**src/sbc_pkg.sv**
```systemverilog
// shared constants and types for the sdram burst command decode block
package sbc_pkg;
	localparam int NUM_BANKS = 4;
	localparam int BANK_W    = 2;
	localparam int ADDR_W    = 13;
	localparam int COL_W     = 9;
	localparam int DATA_W    = 16;
	localparam int AP_BIT    = 10;
	localparam int BT_BIT    = 3;
	localparam int BURST_READ_SINGLE_WRITE_BIT  = 9;
	localparam logic [2:0] BL_1    = 3'h0;
	localparam logic [2:0] BL_2    = 3'h1;
	localparam logic [2:0] BL_4    = 3'h2;
	localparam logic [2:0] BL_8    = 3'h3;
	localparam logic [2:0] BL_PAGE = 3'h7;
	localparam logic [ADDR_W-1:0] MODE_RESET = 13'h0032;
	localparam int LAST_WRITE_TO_STOP_DELAY = 1;
	localparam int WRITE_RECOVERY_DELAY     = 2;
	localparam logic [1:0] PRE_READ_CYC  = 2'h1;
	localparam logic [1:0] PRE_WRITE_CYC = 2'h2;
	localparam logic [1:0] PRE_AP_CYC    = 2'h2;
	localparam logic [9:0] PAGE_LEN  = 10'h200;
	// cs_n, ras_n, cas_n, we_n
	typedef enum logic [3:0] {
		SBC_CMD_NOP   = 4'h7,
		SBC_CMD_STOP  = 4'h6,
		SBC_CMD_READ  = 4'h5,
		SBC_CMD_WRITE = 4'h4,
		SBC_CMD_ACT   = 4'h3,
		SBC_CMD_PRE   = 4'h2,
		SBC_CMD_REF   = 4'h1,
		SBC_CMD_MRS   = 4'h0,
		SBC_CMD_DESEL = 4'h8
	} sbc_cmd_t;
	typedef enum logic [2:0] {
		SBC_IDLE    = 3'h0,
		SBC_ACTIVE  = 3'h1,
		SBC_READ    = 3'h3,
		SBC_WRITE   = 3'h2,
		SBC_READ_AP = 3'h6,
		SBC_WRITE_AP= 3'h7,
		SBC_PRECH   = 3'h5
	} sbc_bank_t;
endpackage : sbc_pkg

```
**src/sbc_if.sv**
```systemverilog
// command pins between controller and sdram die
`timescale 1ns/1ps
interface sbc_if;
	import sbc_pkg::*;
	logic              cs_n;
	logic              ras_n;
	logic              cas_n;
	logic              we_n;
	logic [BANK_W-1:0] ba;
	logic [ADDR_W-1:0] addr;
	modport ctrl (output cs_n, ras_n, cas_n, we_n, ba, addr);
	modport dev  (input cs_n, ras_n, cas_n, we_n, ba, addr);
endinterface : sbc_if

```
**src/sbc_device.sv**
```systemverilog
// sdram die end: per-bank command decode and burst control
// Function
// - a3 zero: sequential order, lengths 1-page
// - a3 one: interleaved for 4 and 8
// - column command accepted every clock
// - a2..a0 select burst length
// - controller ends full-page bursts
// - controller meets row time at short ap
// - a9 one: writes are single word
// - controller meets row time single write
// - burst stop ends burst, read tail words
// - same-bank precharge stops burst, recovery two
// - no same-bank interrupt of auto-precharge burst
// - new column command restarts burst
// - idle: activate latches row
// - idle: refresh or mode write, all idle
// - active: column command begins burst, samples ap
// - nop lets burst finish to active
// - burst stop leaves bank active
// - write interrupts burst, resamples ap
// - precharge interrupts with read/write timing
// - ap burst: nop completes then precharges
// - clock enable assumed high
// - illegality is per bank
//
// Chosen here: the address-and-strobe port and the register offsets.
`timescale 1ns/1ps
module sbc_device (
	input  wire logic                       clk,
	input  wire logic                       sys_rst,
	sbc_if.dev                              cmd,
	input  wire logic [1:0]                 cas_latency,
	output logic      [sbc_pkg::ADDR_W-1:0] mode_reg,
	output logic      [sbc_pkg::BANK_W-1:0] burst_bank,
	output logic      [sbc_pkg::COL_W-1:0]  burst_col,
	output logic                            rd_valid,
	output logic                            wr_valid,
	output logic                            illegal,
	output logic      [sbc_pkg::NUM_BANKS*3-1:0] bank_states
);
	import sbc_pkg::*;
	sbc_bank_t        bank [NUM_BANKS];
	logic [1:0]       pre_cnt [NUM_BANKS];
	logic [12:0]      row_addr [NUM_BANKS];
	sbc_cmd_t         op;
	logic             burst_on;
	logic             burst_wr;
	logic [BANK_W-1:0] cur_bank;
	logic [COL_W-1:0] start_col;
	logic [COL_W-1:0] step;
	logic [COL_W-1:0] next_col;
	logic [9:0]       remain;
	logic [9:0]       len_words;
	logic [1:0]       rd_tail;
	logic             all_idle;
	logic             hit_end;
	sbc_bank_t        sel;
	// command decoded from the pin levels
	always_comb begin
		if (cmd.cs_n)
			op = SBC_CMD_DESEL;
		else
			op = sbc_cmd_t'({1'b0, cmd.ras_n, cmd.cas_n, cmd.we_n});
	end
	assign sel = bank[cmd.ba];
	always_comb begin
		all_idle = 1'b1;
		for (int i = 0; i < NUM_BANKS; i++)
			if (bank[i] != SBC_IDLE)
				all_idle = 1'b0;
	end
	always_comb begin
		case (mode_reg[2:0])
			BL_1:    len_words = 10'h001;
			BL_2:    len_words = 10'h002;
			BL_4:    len_words = 10'h004;
			BL_8:    len_words = 10'h008;
			BL_PAGE: len_words = PAGE_LEN;
			default: len_words = 10'h001;
		endcase
		if (op == SBC_CMD_WRITE && mode_reg[BURST_READ_SINGLE_WRITE_BIT])
			len_words = 10'h001;
	end
	// full page never ends, except a single-word write
	assign hit_end = burst_on && remain == 10'h001 &&
	                 (mode_reg[2:0] != BL_PAGE || (burst_wr && mode_reg[BURST_READ_SINGLE_WRITE_BIT]));
	sbc_burst_addr u_addr (
		.interleave  (mode_reg[BT_BIT]),
		.burst_len   (burst_wr && mode_reg[BURST_READ_SINGLE_WRITE_BIT] ? BL_1 : mode_reg[2:0]),
		.start_col   (start_col),
		.step        (step),
		.column_addr (next_col)
	);
	// mode register write from all-idle
	always_ff @(posedge clk) begin
		if (sys_rst)
			mode_reg <= MODE_RESET;
		else if (op == SBC_CMD_MRS && all_idle)
			mode_reg <= cmd.addr;
	end
	// burst engine
	always_ff @(posedge clk) begin
		if (sys_rst) begin
			burst_on  <= 1'b0;
			burst_wr  <= 1'b0;
			cur_bank  <= '0;
			start_col <= '0;
			step      <= '0;
			remain    <= '0;
			rd_tail   <= 2'h0;
		end else begin
			if (rd_tail != 2'h0)
				rd_tail <= rd_tail - 2'h1;
			if ((op == SBC_CMD_READ || op == SBC_CMD_WRITE) &&
			    (sel == SBC_ACTIVE || sel == SBC_READ || sel == SBC_WRITE)) begin
				burst_on  <= 1'b1;
				burst_wr  <= (op == SBC_CMD_WRITE);
				cur_bank  <= cmd.ba;
				start_col <= cmd.addr[COL_W-1:0];
				step      <= '0;
				remain    <= len_words;
			end else if (burst_on && (op == SBC_CMD_STOP ||
			             (op == SBC_CMD_PRE && cmd.ba == cur_bank &&
			              (bank[cur_bank] == SBC_READ || bank[cur_bank] == SBC_WRITE)))) begin
				burst_on <= 1'b0;
				if (!burst_wr)
					rd_tail <= cas_latency - 2'h1;
			end else if (burst_on) begin
				step   <= step + 9'h001;
				remain <= remain - 10'h001;
				if (hit_end)
					burst_on <= 1'b0;
			end
		end
	end
	// per-bank state machines
	generate
		for (genvar b = 0; b < NUM_BANKS; b++) begin : g_bank
			logic mine;
			logic ends;
			assign mine = !cmd.cs_n && cmd.ba == b;
			assign ends = hit_end && cur_bank == b;
			always_ff @(posedge clk) begin
				if (sys_rst) begin
					bank[b]     <= SBC_IDLE;
					pre_cnt[b]  <= 2'h0;
					row_addr[b] <= '0;
				end else begin
					case (bank[b])
						SBC_IDLE: begin
							if (mine && op == SBC_CMD_ACT) begin
								bank[b]     <= SBC_ACTIVE;
								row_addr[b] <= cmd.addr;
							end
						end
						SBC_ACTIVE, SBC_READ, SBC_WRITE: begin
							if (mine && (op == SBC_CMD_READ || op == SBC_CMD_WRITE)) begin
								if (cmd.addr[AP_BIT])
									bank[b] <= op == SBC_CMD_READ ? SBC_READ_AP : SBC_WRITE_AP;
								else
									bank[b] <= op == SBC_CMD_READ ? SBC_READ : SBC_WRITE;
							end else if (mine && op == SBC_CMD_PRE) begin
								bank[b]    <= SBC_PRECH;
								pre_cnt[b] <= bank[b] == SBC_WRITE ? PRE_WRITE_CYC : PRE_READ_CYC;
							end else if (op == SBC_CMD_STOP && bank[b] != SBC_ACTIVE &&
							             cur_bank == b) begin
								bank[b] <= SBC_ACTIVE;
							end else if (ends || (cur_bank == b && !burst_on &&
							             bank[b] != SBC_ACTIVE)) begin
								bank[b] <= SBC_ACTIVE;
							end else if (cur_bank != b && bank[b] != SBC_ACTIVE &&
							             (op == SBC_CMD_READ || op == SBC_CMD_WRITE)) begin
								bank[b] <= SBC_ACTIVE;
							end
						end
						SBC_READ_AP, SBC_WRITE_AP: begin
							if (ends || (cur_bank != b) || !burst_on) begin
								bank[b]    <= SBC_PRECH;
								pre_cnt[b] <= PRE_AP_CYC;
							end
						end
						SBC_PRECH: begin
							if (pre_cnt[b] == 2'h0)
								bank[b] <= SBC_IDLE;
							else
								pre_cnt[b] <= pre_cnt[b] - 2'h1;
						end
						default: bank[b] <= SBC_IDLE;
					endcase
				end
			end
			assign bank_states[b*3 +: 3] = bank[b];
		end
	endgenerate
	// registered observation outputs
	always_ff @(posedge clk) begin
		if (sys_rst) begin
			burst_bank <= '0;
			burst_col  <= '0;
			rd_valid   <= 1'b0;
			wr_valid   <= 1'b0;
			illegal    <= 1'b0;
		end else begin
			burst_bank <= cur_bank;
			burst_col  <= next_col;
			rd_valid   <= (burst_on && !burst_wr) || rd_tail != 2'h0;
			wr_valid   <= burst_on && burst_wr;
			illegal    <= 1'b0;
			case (sel)
				SBC_IDLE:   illegal <= op == SBC_CMD_STOP || op == SBC_CMD_READ ||
				                       op == SBC_CMD_WRITE ||
				                       ((op == SBC_CMD_REF || op == SBC_CMD_MRS) && !all_idle);
				SBC_ACTIVE: illegal <= op == SBC_CMD_STOP || op == SBC_CMD_ACT ||
				                       op == SBC_CMD_REF || op == SBC_CMD_MRS;
				SBC_READ, SBC_WRITE:
				            illegal <= op == SBC_CMD_ACT || op == SBC_CMD_REF ||
				                       op == SBC_CMD_MRS;
				SBC_READ_AP, SBC_WRITE_AP:
				            illegal <= op != SBC_CMD_NOP && op != SBC_CMD_DESEL;
				default:    illegal <= 1'b0;
			endcase
		end
	end
endmodule : sbc_device

```
**src/sbc_burst_addr.sv**
```systemverilog
// burst column address generator, sequential or interleaved
`timescale 1ns/1ps
module sbc_burst_addr (
	input  wire logic                 interleave,
	input  wire logic [2:0]           burst_len,
	input  wire logic [sbc_pkg::COL_W-1:0] start_col,
	input  wire logic [sbc_pkg::COL_W-1:0] step,
	output logic      [sbc_pkg::COL_W-1:0] column_addr
);
	import sbc_pkg::*;
	logic [COL_W-1:0] mask;
	always_comb begin
		case (burst_len)
			BL_2:    mask = 9'h001;
			BL_4:    mask = 9'h003;
			BL_8:    mask = 9'h007;
			BL_PAGE: mask = 9'h1ff;
			default: mask = 9'h000;
		endcase
	end
	always_comb begin
		if (interleave && (burst_len == BL_4 || burst_len == BL_8))
			column_addr = (start_col & ~mask) | ((start_col ^ step) & mask);
		else
			column_addr = (start_col & ~mask) | ((start_col + step) & mask);
	end
endmodule : sbc_burst_addr

```
**src/flat_wrapper.sv**
```systemverilog
// flat-port wrapper written by rule: the top's interface ports become plain ports
module sbc_device_flat import sbc_pkg::*;
  (clk, sys_rst, cas_latency, mode_reg, burst_bank, burst_col, rd_valid, wr_valid, illegal, bank_states, cmd_cs_n, cmd_ras_n, cmd_cas_n, cmd_we_n, cmd_ba, cmd_addr);
  sbc_if cmd_i ();
  input  wire logic clk;
  input  wire logic sys_rst;
  input  wire logic [1:0] cas_latency;
  output logic      [sbc_pkg::ADDR_W-1:0] mode_reg;
  output logic      [sbc_pkg::BANK_W-1:0] burst_bank;
  output logic      [sbc_pkg::COL_W-1:0] burst_col;
  output logic rd_valid;
  output logic wr_valid;
  output logic illegal;
  output logic      [sbc_pkg::NUM_BANKS*3-1:0] bank_states;
  input wire logic [$bits(cmd_i.cs_n)-1:0] cmd_cs_n;
  input wire logic [$bits(cmd_i.ras_n)-1:0] cmd_ras_n;
  input wire logic [$bits(cmd_i.cas_n)-1:0] cmd_cas_n;
  input wire logic [$bits(cmd_i.we_n)-1:0] cmd_we_n;
  input wire logic [$bits(cmd_i.ba)-1:0] cmd_ba;
  input wire logic [$bits(cmd_i.addr)-1:0] cmd_addr;
  assign cmd_i.cs_n = cmd_cs_n;
  assign cmd_i.ras_n = cmd_ras_n;
  assign cmd_i.cas_n = cmd_cas_n;
  assign cmd_i.we_n = cmd_we_n;
  assign cmd_i.ba = cmd_ba;
  assign cmd_i.addr = cmd_addr;
  sbc_device u_core (.clk(clk), .sys_rst(sys_rst), .cmd(cmd_i), .cas_latency(cas_latency), .mode_reg(mode_reg), .burst_bank(burst_bank), .burst_col(burst_col), .rd_valid(rd_valid), .wr_valid(wr_valid), .illegal(illegal), .bank_states(bank_states));
endmodule
```
**config.mk**
```make
export PLATFORM = sky130hd
export DESIGN_NAME = sbc_device_flat
export DESIGN_NICKNAME = d
export VERILOG_FILES = /design/src/sbc_pkg.sv /design/src/sbc_if.sv /design/src/sbc_device.sv /design/src/sbc_burst_addr.sv /design/src/flat_wrapper.sv
export SDC_FILE = /design/constraint.sdc
export NUM_CORES = 1
export LEC_CHECK = 0
export BUFFER_PORTS_ARGS = -buffer_cell sky130_fd_sc_hd__clkbuf_2
export CAP_MARGIN = 20
export CELL_PAD_IN_SITES_DETAIL_PLACEMENT = 1
export CELL_PAD_IN_SITES_GLOBAL_PLACEMENT = 1
export CORE_ASPECT_RATIO = 0.9
export CORE_MARGIN = 3
export CORE_UTILIZATION = 39
export DETAILED_ROUTE_END_ITERATION = 8
export PLACE_DENSITY = 0.74
export SLEW_MARGIN = 5
export SYNTH_ARGS = -nofsm -noshare
export SYNTH_HDL_FRONTEND = slang
export SYNTH_HIERARCHICAL = 1
export SYNTH_SLANG_ARGS = --single-unit
```
**constraint.sdc**
```tcl
create_clock -name clk -period 3.3 [get_ports clk]
set_input_delay 0.33 -clock clk [delete_from_list [all_inputs] [get_ports clk]]
set_output_delay 0.33 -clock clk [all_outputs]
set_load 0.05 [all_outputs]
```
**Word level (Yosys, flattened, before mapping)**

Memory sizes are Yosys's and may differ from the RTL's. A register that Yosys moved wholly into a read port is not among the register bits.
Index checks and enable logic that the tools add are counted.

- Logic and storage cells: 573
- Latch bits: 0
- Output and inout bits: 39
- Register bits after elaboration: 61
- Memory bits (read-only): 0
- Memories: 2
- Input bits: 23
- Memory bits (writable): 20

- $lt $le $gt $ge: 0
- Divide/modulo/power cells: 0
- Bitwise logic cells: 60
- Multipliers: 0
- Eq/ne operators: 64
- Add/subtract/negate cells: 9
- Reductions and logical operators: 127
- Shift-type cells: 0
- Muxes and demuxes: 298

Memories:

| name | words | width | rd ports | clocked after Yosys merged registers in | wr ports | line | text |
|---|---|---|---|---|---|---|---|
| u_core.bank | 4 | 3 | 6 | 1 | 4 | sbc_device.sv:42 | `sbc_bank_t bank [NUM_BANKS];` |
| u_core.pre_cnt | 4 | 2 | 4 | 0 | 4 | sbc_device.sv:43 | `logic [1:0] pre_cnt [NUM_BANKS];` |

Operator list:

| kind | count |
|---|---|
| $mux 1 | 226 |
| $mux 3 | 41 |
| $logic_and 1x1->1 | 58 |
| $or 1x1->1 | 52 |
| $eq 3x2->1 const B | 16 |
| $eq 3x3->1 const B | 16 |
| $mux 2 | 22 |
| $mux 10 | 4 |
| $pmux 10 s4 | 1 |
| $pmux 9 s4 | 1 |
| $logic_or 1x1->1 | 29 |
| $reduce_or 7->1 | 4 |
| $and 9x9->9 | 3 |
| $eq 3x1->1 const B | 7 |
| $or 9x9->9 | 2 |
| $logic_not 3->1 | 5 |
| $reduce_or 2->1 | 7 |
| $eq 4x3->1 const B | 3 |
| $logic_not 2->1 | 6 |
| $ne 3x1->1 const B | 4 |
| $reduce_bool 3->1 | 4 |
| $reduce_or 3->1 | 4 |
| $sub 2x1->2 const B | 6 |
| $eq 10x1->1 const B | 1 |
| 23 further kinds | 36 |

**Logic depth before layout (Yosys ltp)**

Gate-level depths: netlist of the first run.

- Depth in word-level cells: 17
- Mapped depth: 9
- Mapped depth without buffers: 9

**Modules after synthesis**

The synthesis of the first run kept the hierarchy.

Modules (own cells, without submodules):

| module | cells each | instances | area an instance (um^2) | seq. area each (um^2) |
|---|---|---|---|---|
| sbc_device | 489 | 1 | 4359.2 | 1861.8 |
| sbc_burst_addr | 72 | 1 | 510.5 | 0.0 |

**Worst setup path before layout of the first run**

Ideal clock, no wire load.

- Path type: register to register
- From: mem u_core/bank[3][1] in the netlist's numbering
- To: reg u_core.remain[9]
- Clock period less this slack: 2.450 ns
- Data arrival time: 2.375 ns
- Cell stages (with the launch flop): 7
- Setup slack: 0.850 ns
- Cells stage by stage: edfxtp_1 clkbuf_1 mux4_2 o21ba_1 and2_4 or4_1 a31oi_1

RTL lines:

| item | line | text |
|---|---|---|
| start: declaration | sbc_device.sv:42 |  |
| end signal: assignment | sbc_device.sv:121 | `remain <= len_words;` |
| end signal: assignment | sbc_device.sv:130 | `remain <= remain - 10'h001;` |
| end: declaration | sbc_device.sv:52 | `logic [9:0] remain;` |

==> summary by stage, run 1 <==
Outcome
The flow ran to the end, and the final reports show no timing, DRC or antenna violations.

Worst setup path
Of all nets on the critical path, the largest fanout is 10. For this design, the slowest cell found on the critical path is o2111ai_1. The kind of end point of the critical path is a register. The critical path goes through nor4_1, o2111ai_1, a31o_2, and3_1, o2111ai_1. The most frequent cell on the critical path is o2111ai_1. The critical path required time is 3310 ps.

The arrival time of data at the critical path endpoint is 2650 ps. The largest stage delay on the critical path is 620 ps. The setup check on the worst reg-to-reg path leaves a slack of 650 ps. The critical path launch point type is a register. The start-to-end type of the worst setup path is register to register.

Global routing
The first global-routing pass estimated 24200 um of wire. The number of global-route vias before repair came to 4611. The number of antenna violations at the first check in global routing is 0.

The pin count of the biggest net entering global routing is 37. Summed over all layers, the global routing overflow is 0. Global routing consumed, over all layers together, 22.2% of the routing resources.

Yosys
The most used flip-flop cell after synthesis is dfxtp_1. In this run, synthesis inferred 20 flip-flops with an integrated enable. After synthesis, flip-flops and latches occupy 38.2% of the total area. In the synthesized netlist, the cells that appear most often are 67 x nand2_1, 63 x dfxtp_1, 46 x nor2_1. The number of unique standard cell types used by synthesis is 76. The post-synthesis mux area share is 5.45%. The synthesized-area fraction occupied by xor and xnor cells is 3.42%.

After synthesis, the mean cell area works out to 8.68 um^2. The count of yosys warnings during synthesis is 6. The dominant combinational cell family by area after synthesis is simple AND/OR/NAND/NOR gates. Summing the areas of all compound-gate instances in the mapped netlist gives 18.1% of the synthesized area. Summing the areas of all fa, ha and maj instances in the mapped netlist gives 4.47% of the synthesized area.

Counting every net in the synthesized netlist gives 600. Of the post-synthesis cell area, the dominant cell type holds 25.9%. In this run the cell area of the synthesized design comes to 4870 um^2. The most common cell in the netlist is nand2_1. The post-synthesis share of cell area spent on and, or, nand and nor gates is 26.0%. For this run, asynchronously set or reset flops after synthesis account for 0%. Counting flops and latches in the post-synthesis netlist gives 83. By area the synthesized netlist is led by dfxtp_1 26%, edfxtp_1 12%, nand2_1 5.2%, ha_1 3.9%, nor2_1 3.5%. The cell count after synthesis came out at 561. The library cell with the largest summed area after synthesis is dfxtp_1.

Placed design
Buffers placed on the I/O ports in this run total 61. Once detailed placement completed, the half-perimeter wirelength came to 10700 um. Routability-driven placement finished with a final weighted congestion of 0.913.

Clock network
The tree is rooted in a clkbuf_16. The count of cells resized by post-cts repair is 0. The deepest level of the CTS H-tree is 3. TritonCTS built the clock tree. The longest clock path from root to sink contains 2 buffers. The post-cts hold buffer count is 0. The post-CTS repair timing setup buffer count is 0. CTS saw 83 sinks. The number of clock buffers inserted by TritonCTS is 9.

The register clock-pin slew on the reported worst setup and hold paths is 60 ps. The later-pin clock latency in the skew report is 350 ps.

Timing
The final-report hold violation count is 0. The share of the clock period used by the worst path after layout is 80.2%. The max-slew violation count is 0.

Setup repair after global routing left no endpoint under its margin. The worst pin sits at a relative slew slack of 31.6%. The total negative slack is 0 ps. For the pin with the worst max-slew slack, the measured transition is 1020 ps.

The total of endpoints with negative setup slack in the final report is 0. Timing would allow up to 0.378 GHz. The post-route clock skew is 12.3 ps. The clock period minus worst slack is 2650 ps.

Floorplanning
The die area is 13900 um^2. The die span in y is 112 um. From left edge to right edge, the die measures 124 um.

The number of primary I/O pins is 62. The row count is 38. The core region is 12100 um^2. The initial core utilization is 40.2%.

Detailed routing
In the routed layout, each cell is associated on average with a via count of 5.80. The detailed router placed 4515 vias in this run. Summed over all layers, the routed wires come to 14600 um. After detailed routing, the average wire length per cell comes to 18.7 um. The number of detailed-route iterations in the first pass is 5. The starting DRC count in detailed routing is 408.

The count of unresolved DRC violations after routing is 0. The count of antenna-violating nets left after detailed routing is 0.

Finish
The area growth from synthesis to layout is 15.2%. The post-route netlist has 17.3% of its cells at a drive strength greater than 1. The register with the most flip-flops in the layout has 13 of them. After filler insertion, the fill cell instance count of the layout stands at 1461. At the end of the flow the core is filled with cells to 46.3%.

The final-stage net count is 654.

Power
The total power divided by cell area is 455 nW/um^2. The worst supply voltage drop on vdd is 0.279 mV. The leakage power of the design is 0.00220 uW.

Job
The count of max-cap constraint violations is 0.

Worst hold path
In this run the worst hold path is classified as input port to register.
==> layer usage <==
metal	share of wire, %	up-vias	track usage [%]
met5	0	-	0
met4	1.4	0	6.42
met3	5.1	18	4.22
met2	45	119	33.3
met1	49	2211	32.2
li1	-	2167	-
==> power by group <==
group	internal [uW]	switching, uW	leakage [uW]	total (uW)
logic	125	258	0.00134	383
registers	1090	58.6	0.000719	1150
clock network	600	424	0.000145	1020
==> per-stage QoR <==
step                      hold WS, ps  setup WS, ps  area, um^2  std cells  power (uW)
after floorplan                   435           850        4870        561        1430
final                             213           654        5610        779        2550
after global placement            461           748        5320        764        1540
after global routing              206           428        5610        778        2660
after detailed placement          468           715        5320        764        1550
after CTS                         205           701        5610        778        2570
==> logic make-up after synthesis <==
kind of cell               Yosys count
muxes                               21
buffers and inverters               50
and+or+nand+nor                    240
DFF                                 83
AOI/OAI and AO/OA                  131
xor gates and xnor gates            19
adders and majority gates           17
==> cell usage in the layout, fill, tap and decap left out, types with 4 or more instances in the layout <==
master and n:
nand2_1 67, dfxtp_1 63, clkbuf_2 61, nor2_1 46, a21oi_1 32, nand3_1 24
o21ai_0 24, inv_1 22, nor2b_1 20, edfxtp_1 20, mux2i_1 16, xor2_1 15
ha_1 15, o211ai_1 14, buf_4 10, clkbuf_16 9, nor3_1 9, nand2b_1 8
or4_1 8, and2_1 7, nor3b_1 7, a31oi_1 7, o2111ai_1 6, or3_1 6
o22ai_1 5, nor4_1 5, o31ai_1 5, o21a_1 5, nand3b_1 4, and3_1 4
nand4_1 4, xnor2_1 4
==> final cells by class <==
| cell class | instances | area (um^2) | share of cell area (%) |
|---|---|---|---|
| Tap cell | 160 | 200 | 3.57 |
| Clock inverter | 4 | 50.0 | 0.892 |
| Inverter | 22 | 82.6 | 1.47 |
| Sequential cell | 83 | 1860 | 33.2 |
| Antenna cell | 1 | 2.50 | 0.0446 |
| Multi-Input combinational cell | 428 | 2800 | 49.8 |
| Timing Repair Buffer | 71 | 380 | 6.78 |
| Clock buffer | 10 | 239 | 4.26 |
==> worst paths after layout <==
check	from	end	cells past startpoint
max	u_core/remain[7]$_SDFFE_PP0P_	u_core/bank[1][2]$_SDFFCE_PP0P_	5
min	cas_latency[0]	u_core/rd_tail[0]$_SDFF_PP0_	2
max reg2reg	u_core/remain[7]$_SDFFE_PP0P_	u_core/bank[1][2]$_SDFFCE_PP0P_	5
min reg2reg	u_core/mode_reg[5]$_SDFFE_PP1P_	u_core/mode_reg[5]$_SDFFE_PP1P_	2
==> worst max-delay path: cells and delay by family, from the launching register on <==
kind               cells  cell delay [ps]
AOI/OAI and AO/OA      3             1280
and+or+nand+nor        2              670
DFF                    1              350
Note: power is estimated with default switching activity, not from simulation.
==> inputs of run 2 (changes only) <==
--- a/config.mk
+++ b/config.mk
@@ -5,6 +5,7 @@
 export SDC_FILE = /design/constraint.sdc
 export NUM_CORES = 1
 export LEC_CHECK = 0
+export ABC_AREA = 1
 export BUFFER_PORTS_ARGS = -buffer_cell sky130_fd_sc_hd__clkbuf_2
 export CAP_MARGIN = 20
 export CELL_PAD_IN_SITES_DETAIL_PLACEMENT = 1
@@ -13,7 +14,7 @@
 export CORE_MARGIN = 3
 export CORE_UTILIZATION = 39
 export DETAILED_ROUTE_END_ITERATION = 8
-export PLACE_DENSITY = 0.74
+export PLACE_DENSITY = 0.78
 export SLEW_MARGIN = 5
 export SYNTH_ARGS = -nofsm -noshare
 export SYNTH_HDL_FRONTEND = slang
==> constraint.sdc (replaced) <==
create_clock -name clk -period 2.7 [get_ports clk]
set_input_delay 0.27 -clock clk [delete_from_list [all_inputs] [get_ports clk]]
set_output_delay 0.27 -clock clk [all_outputs]
set_load 0.05 [all_outputs]
==> run 2 against run 1 <==
Against the previous run: fmax is 22% higher; sequential cell count stayed put; wire length grew 20%; largest power group is now the clock network; cell area increased by 10%.
==> summary by stage, run 2 <==
Outcome
The flow ran to the end, and the final reports show no timing, DRC or antenna violations.

Yosys
By count the netlist is led by 215 x nand2_1, 116 x inv_1, 100 x nand3_1. The number of cells produced by synthesis is 830. In this run the biggest area consumer among cell types represents 23.3% of the synthesized area. The number of enable flip-flop cells after synthesis is 20. The count of yosys warnings during synthesis is 6. The most common cell in the netlist is nand2_1.

The library cell with the largest summed area after synthesis is dfxtp_1. For this run, asynchronously set or reset flops after synthesis account for 0%. Counting flops and latches in the post-synthesis netlist gives 83. The net count after synthesis is 869.

Sequential cells were found to cover 34.4% of the synthesized design area. The average instance in the mapped netlist occupies 6.52 um^2. The most used flip-flop cell after synthesis is dfxtp_1. In the post-synthesis netlist, the biggest area contributors are dfxtp_1 23%, nand2_1 15%, edfxtp_1 11%, nand3_1 9.3%, inv_1 8.1%. The number of unique standard cell types used by synthesis is 37.

The mapped netlist covers 5410 um^2.

Finish
The area growth from synthesis to layout is 14.6%. The post-route netlist has 12.4% of its cells at a drive strength greater than 1. The library cell used most frequently in the layout, excluding fill and tap cells, is nand2_1. 0 antenna diodes ended up in the layout. The area taken by flip-flops and latches is 1860 um^2. The net count of the finished layout is 922. The filler cell count in the final layout is 1782. The multi-input logic area is 2950 um^2. The core utilization of the finished layout is 46.0%. The register with the most flip-flops in the layout has 13 of them. Leaving out fill and tap cells, the most frequent cells in the layout are 215 x nand2_1, 116 x inv_1, 100 x nand3_1.

The total non-filler cell area in the finished layout is 6200 um^2.

Worst setup path
The critical path launch point type is a register. The maximum fanout count along the critical path is 35. The start-to-end type of the worst setup path is register to register. The number of cells on the worst reg-to-reg path is 9. The largest stage delay on the critical path is 500 ps.

Walking the worst path, the cells encountered are nand3_1, nand2_1, nor2_2, nand2_2, nand2_4, nand2_1, inv_1, nand2_1, nor2_1. For this design, the slowest cell found on the critical path is edfxtp_1. Among the stages of the critical path, the cell type that occurs most often is nand2_1.

Data on the critical path is required at its endpoint by 2980 ps. The cell count along the critical path is 9. The worst setup path is captured at a register. STA puts the critical path data arrival time at 2450 ps. The kind of cell with the highest combined delay on the critical path is simple AND/OR/NAND/NOR gates. Counting both buffers and inverters, the worst setup path holds a total of 1.

Power
The worst supply voltage drop on vdd is 0.373 mV. The net switching component of the power is 1020 uW. The combinational power share is 16.7%. The leakage power of the design is 0.00303 uW.

Net switching is 28.8% of the power. Power spread over the standard cell area amounts to 569 nW/um^2. The clock network is responsible for 44.0% of the overall power. In this run, flip-flops and latches consume 39.3% of the power. The internal cell power is 2510 uW.

Clock network
The post-CTS repair timing setup buffer count is 0. The count of cells resized by post-cts repair is 0. The register clock-pin slew on the reported worst setup and hold paths is 70 ps. The clock tree synthesis step divided the H-tree into 3 levels. The CTS tree is built. The clock passes through at most 2 buffers. Clock latency on the worst-skew pair, taken at its later pin, is 350 ps. The cell sitting at the root of the clock tree is a clkbuf_16. TritonCTS created 9 clock buffers.

For this design, the CTS-stage hold fixing added 0 buffers. Counting every sink on the clock net gives 83.

Placed design
The placement-stage cell area is 5820 um^2. The final weighted congestion in routability-driven placement is 0.892. The detailed placer's ending HPWL is 13400 um.

During placement, the flow inserted port buffers numbering 61.

Detailed routing
Summed over all layers, the routed wires come to 17400 um. Dividing the detail-routed wire length by the instance count gives 16.5 um. The number of detailed-route iterations in the first pass is 5. The starting DRC count in detailed routing is 312. The routed layout has 5596 vias. After detailed routing, the number of vias per cell comes to 5.30.

After detailed routing, the number of remaining DRC violations is 0. The count of antenna-violating nets left after detailed routing is 0.

Global routing
The remaining global-route overflow is 0. The pin count of the biggest net entering global routing is 44. The number of global-route vias before repair is 5781. The first global-routing pass estimated 28900 um of wire. The number of antenna violations at the first check in global routing is 0.

The total track usage is 23.5%.

Worst hold path
Counting instances, the worst hold path has a depth of 3. The worst hold path belongs to the class input port to register.

Timing
Hold timing on the final database bottoms out at a slack of 164 ps. The total negative slack is 0 ps. The final-report hold violation count came to 0. The share of the clock period used by the worst path after layout is 80.5%.

For the pin with the worst max-slew slack, the measured transition is 592 ps. The clock period minus worst slack is 2170 ps. The post-route clock skew is 11.6 ps. Measured against its own limit, the worst slew margin works out to 60.5%.

The max-slew violation count is 0. The achievable clock frequency is 0.460 GHz. Setup repair after global routing left no endpoint under its margin. The total of endpoints with negative setup slack in the final report is 0.

Floorplanning
The row count is 40. The die area is 15300 um^2. The initial utilization of the core area, before any placement, comes to 40.2%. The core region is 13500 um^2. The number of primary I/O pins is 62. In this run the vertical extent of the chip is 118 um.

Measured along the x axis, the die boundary spans 130 um.

Job
The count of max-cap constraint violations is 0.
## run 2: cell types whose count changed after synthesis, moves of 16 or more
cell,before,now
nand3_1,24,100
clkbuf_1,21,5
nand2_1,67,215
nor2b_1,20,0
mux2i_1,16,0
nor2_1,46,92
a21oi_1,32,50
inv_1,22,116
## run 2: worst paths after layout
kind	start	end	slack, ps
min	cmd_addr[12]	u_core/mode_reg[12]$_SDFFE_PP0P_	160
max	u_core/bank[3][0]$_SDFFCE_PP0P_	u_core/remain[4]$_SDFFE_PP0P_	530
max reg2reg	u_core/bank[3][0]$_SDFFCE_PP0P_	u_core/remain[4]$_SDFFE_PP0P_	530
min reg2reg	u_core/mode_reg[8]$_SDFFE_PP0P_	u_core/mode_reg[8]$_SDFFE_PP0P_	470
## run 2: area by class of cell
type / count / share of cell area [%]
Clock buffer: 12 / 4.48
Inverter: 123 / 7.45
Tap cell: 168 / 3.39
Sequential cell: 83 / 30.0
Clock inverter: 4 / 1.64
Multi-Input combinational cell: 601 / 47.6
Timing Repair Buffer: 65 / 5.41
## run 2: cells by family (layout without fill, tap and decap cells)
| family | after synthesis | in the layout | share of synthesized area, % |
|---|---|---|---|
| AOI/OAI and AO/OA | 98 | 98 | 9.65 |
| buffers and inverters | 146 | 204 | 11.1 |
| DFF | 83 | 83 | 34.4 |
| xor gates and xnor gates | 18 | 18 | 2.92 |
| adders and majority gates | 16 | 16 | 3.84 |
| and+or+nand+nor | 468 | 468 | 37.9 |
| muxes | 1 | 1 | 0.208 |
## run 2: layer usage
metal	up-vias	wire, um	track usage [%]
met1	2696	8550	32.7
met3	25	632	4.17
li1	2774	-	-
met2	101	7990	37.5
met4	0	274	5.91
met5	-	0	0
## run 2: power groups by stage
stage          Combinational [uW]  Sequential, uW  Clock, uW
5_1_grt                       657            1390       1630
3_5_place_dp                  583            1410          0
4_1_cts                       588            1380       1580
3_3_place_gp                  566            1410          0
2_1_floorplan                 351            1480          0
6_report                      589            1390       1550
## run 2: through the flow
stage | setup WS (ps) | power [uW] | cells
floorplan | 832 | 1830 | 830
global placement | 526 | 1970 | 1040
detailed placement | 444 | 1990 | 1040
CTS | 540 | 3550 | 1056
global route | 258 | 3690 | 1056
finish | 525 | 3520 | 1056
## run 2: worst reg2reg max path, cell delays in order (launching register included)
cell      delay, ps
edfxtp_1        500
nand3_1         150
nand2_1          70
nor2_2          160
nand2_2         220
nand2_4         380
nand2_1         360
inv_1           130
nand2_1          60
nor2_1           70
==> inputs of run 3 (changes only) <==
--- a/config.mk
+++ b/config.mk
@@ -5,7 +5,7 @@
 export SDC_FILE = /design/constraint.sdc
 export NUM_CORES = 1
 export LEC_CHECK = 0
-export ABC_AREA = 1
+export ABC_AREA = 0
 export BUFFER_PORTS_ARGS = -buffer_cell sky130_fd_sc_hd__clkbuf_2
 export CAP_MARGIN = 20
 export CELL_PAD_IN_SITES_DETAIL_PLACEMENT = 1
@@ -14,7 +14,7 @@
 export CORE_MARGIN = 3
 export CORE_UTILIZATION = 39
 export DETAILED_ROUTE_END_ITERATION = 8
-export PLACE_DENSITY = 0.78
+export PLACE_DENSITY = 0.77
 export SLEW_MARGIN = 5
 export SYNTH_ARGS = -nofsm -noshare
 export SYNTH_HDL_FRONTEND = slang
==> constraint.sdc (replaced) <==
create_clock -name clk -period 1.75 [get_ports clk]
set_input_delay 0.175 -clock clk [delete_from_list [all_inputs] [get_ports clk]]
set_output_delay 0.175 -clock clk [all_outputs]
set_load 0.05 [all_outputs]
==> run 3 against run 2 <==
Against the previous run: the flow now finishes with violations (negative setup slack); first-iteration DRC count grew to 2.8 times the previous value; critical endpoint is now u_core/bank[2][2]$_SDFFCE_PP0P_; worst hold slack worse by 98 ps; core utilization is 26 points higher; sequential cell count stayed put; cell area is 40% higher; cell count decreased by 8.2%; via count up 21%; fmax down 9.9%; sequential share of layout area fell by 8.1 points; critical path type unchanged; register-to-register slack got worse by 1200 ps; total power increased by 71%; combinational power grew to 3.0 times the previous value.
==> summary by stage, run 3 (synthesized netlist as in run 1, its figures left out) <==
Outcome
The flow ran to the end, but the final reports show violations. The checks that failed: negative setup slack.

Detailed routing
The count of antenna-violating nets left after detailed routing is 0. The average wire per cell in the routed design is 35.1 um. The post-detailed-route via-to-cell ratio is 7.00. The count of unresolved DRC violations after routing is 0.

After the first detailed-routing iteration, the DRC count stood at 875. For this run, the detailed router's first-pass iteration total came to 5. For this block, the routed nets add up to 34000 um of wire. The total vias in the final route is 6782.

Worst setup path
The critical path launch point type is a register. The arrival time of data at the critical path endpoint is 2500 ps. Grouping stages by cell kind, the critical path spends the most delay in simple AND/OR/NAND/NOR gates. The worst setup path is captured at a register. The largest stage delay on the critical path is 490 ps.

The most numerous cell type found on the critical path is buf_4. The critical path required time is 1840 ps. The cell with the biggest individual delay on the critical path is edfxtp_1. The maximum fanout count along the critical path is 3. The start-to-end type of the worst setup path is register to register. Traced cell by cell, the critical path runs through or2b_1, buf_4, buf_4, nor4_1, a31oi_1, o211ai_1, buf_4.

Together, buffers and inverters on the worst path number 3.

Clock network
Counting every sink on the clock net gives 83. The maximum buffer depth of the clock tree is 2. The number of clock buffers inserted by TritonCTS is 9. CTS placed an instance of clkbuf_16 at the clock tree root. The post-cts hold buffer count is 0. TritonCTS built the clock tree.

The register clock-pin slew on the reported worst setup and hold paths is 70 ps. The later-pin clock latency in the skew report is 370 ps. CTS built an H-tree with a depth of 3.

Floorplanning
From left edge to right edge, the die measures 124 um. The row count is 38. The initial core utilization is 40.2%. 62 I/O pins were placed. The die area is 13900 um^2. The die span in y is 112 um. In this run the standard cell core region covers 12100 um^2.

Placed design
Input and output buffers added on the ports amount to 61. The final weighted congestion in routability-driven placement is 0.943. The cell count after placement is 896.

The worst-case setup slack after placement is -375 ps. Detailed placement ended at an HPWL of 14500 um.

Timing
The clock period minus worst slack is 2410 ps. The max-slew violation count was 0. Setup repair after global routing could not meet its margin everywhere. For this run, the top clock speed supported by timing is 0.414 GHz.

Dividing the final minimum period by the clock period gives 138%. The tightest hold margin is 65.5 ps. The final-report hold violation count was 0. The post-route clock skew is 13.8 ps.

Measured against its own limit, the worst slew margin works out to 58.1%. The worst path setup slack after routing is -665 ps. For the pin with the worst max-slew slack, the measured transition is 629 ps. Setup total negative slack on the finished layout was measured at -40760 ps. Setup violations remaining at the end of the flow were counted as 97.

Power
The worst supply voltage drop on vdd is 1.52 mV. The analysis attributes to cell leakage a power of 0.00361 uW. In this run the power density over the cells is 693 nW/um^2.

Finish
The core utilization of the finished layout is 71.6%. The share of cells above drive strength 1 is 60.8%. Compared with the post-synthesis result, the final layout area differs by 78.3%. The antenna diode count is 0. The library cell used most frequently in the layout, excluding fill and tap cells, is buf_4. The number of flip-flops in the largest register is 13.

The final layout contains 843 nets. The final instance count without filler cells is 969. The top cell types in the final layout, fill and taps aside, are 137 x buf_4, 60 x clkbuf_2, 50 x buf_6.

Global routing
The most utilized layer in the global route result is met2. The total track usage is 38.8%. The met1 track demand over resource in global routing is 47.4%.

The pin count of the biggest net entering global routing is 33. The global-route met2 utilization is 62.0%. The number of antenna violations at the first check in global routing is 0. Global routing used 9.60% of the available met3 tracks. The total overflow left after global routing is 0. The number of global-route vias before repair came to 6558. The first global-routing pass estimated 40000 um of wire.

Worst hold path
The worst hold path belongs to the class input port to register.

Job
The count of max-cap constraint violations is 0.
run 3: cell count changes in the layout (fill, tap and decap cells not counted), sizes merged, moves of 10 or more:
| cell | previous run | this run |
|---|---|---|
| a21oi | 50 | 32 |
| buf | 4 | 198 |
| inv | 123 | 23 |
| mux2i | 0 | 16 |
| nand2 | 223 | 67 |
| nand3 | 101 | 24 |
| nand4 | 15 | 4 |
| nor2 | 100 | 46 |
| nor2b | 0 | 20 |
| nor3 | 21 | 10 |
| o211ai | 5 | 15 |
| o21ai | 36 | 26 |
run 3: final timing paths:
path,from,end,slack [ps],cells past startpoint
max,u_core/bank[2][2]$_SDFFCE_PP0P_,u_core/bank[2][2]$_SDFFCE_PP0P_,-660,7
min,cas_latency[0],u_core/rd_tail[0]$_SDFF_PP0_,70,2
max reg2reg,u_core/bank[2][2]$_SDFFCE_PP0P_,u_core/bank[2][2]$_SDFFCE_PP0P_,-660,7
min reg2reg,u_core/mode_reg[12]$_SDFFE_PP0P_,u_core/mode_reg[12]$_SDFFE_PP0P_,530,2
run 3: power by group:
part	total, uW	internal, uW	switching [uW]
clock	2110	1190	917
combinational	1770	730	1040
sequential	2130	2040	94.4
total	6020	3960	2060
run 3: metal layers:
metal	part of all wire, %	wire length, um
met5	0	0
met4	9.5	3220
met2	45	15200
met3	12	4120
met1	34	11500
run 3: worst register-to-register path, cell delays in order (launching register included):
cell and delay [ps]:
edfxtp_1 490, or2b_1 310, buf_4 160, buf_4 160, nor4_1 370, a31oi_1 170
o211ai_1 270, buf_4 210
run 3: timing repair:
action	in CTS	in global routing
pin swaps	53	90
endpoints found under the setup margin	90	99
setup buffers	33	40
cloned	2	2
resized for setup	132	186
run 3: final cells by class:
| type | count | area [um^2] |
|---|---|---|
| clock buffer | 12 | 258 |
| clock inverter | 4 | 46.3 |
| fill | 1240 | 3440 |
| inverter | 22 | 87.6 |
| multi-input combinational | 428 | 4060 |
| sequential | 83 | 1900 |
| tap | 160 | 200 |
| timing repair buffer | 260 | 2130 |
run 3: through the flow:
stage	cell area [um^2]	total power [uW]
finish	8680	6020
global placement	6660	3220
detailed placement	6660	3280
floorplan	5210	2780
global route	8680	6140
CTS	7790	5530
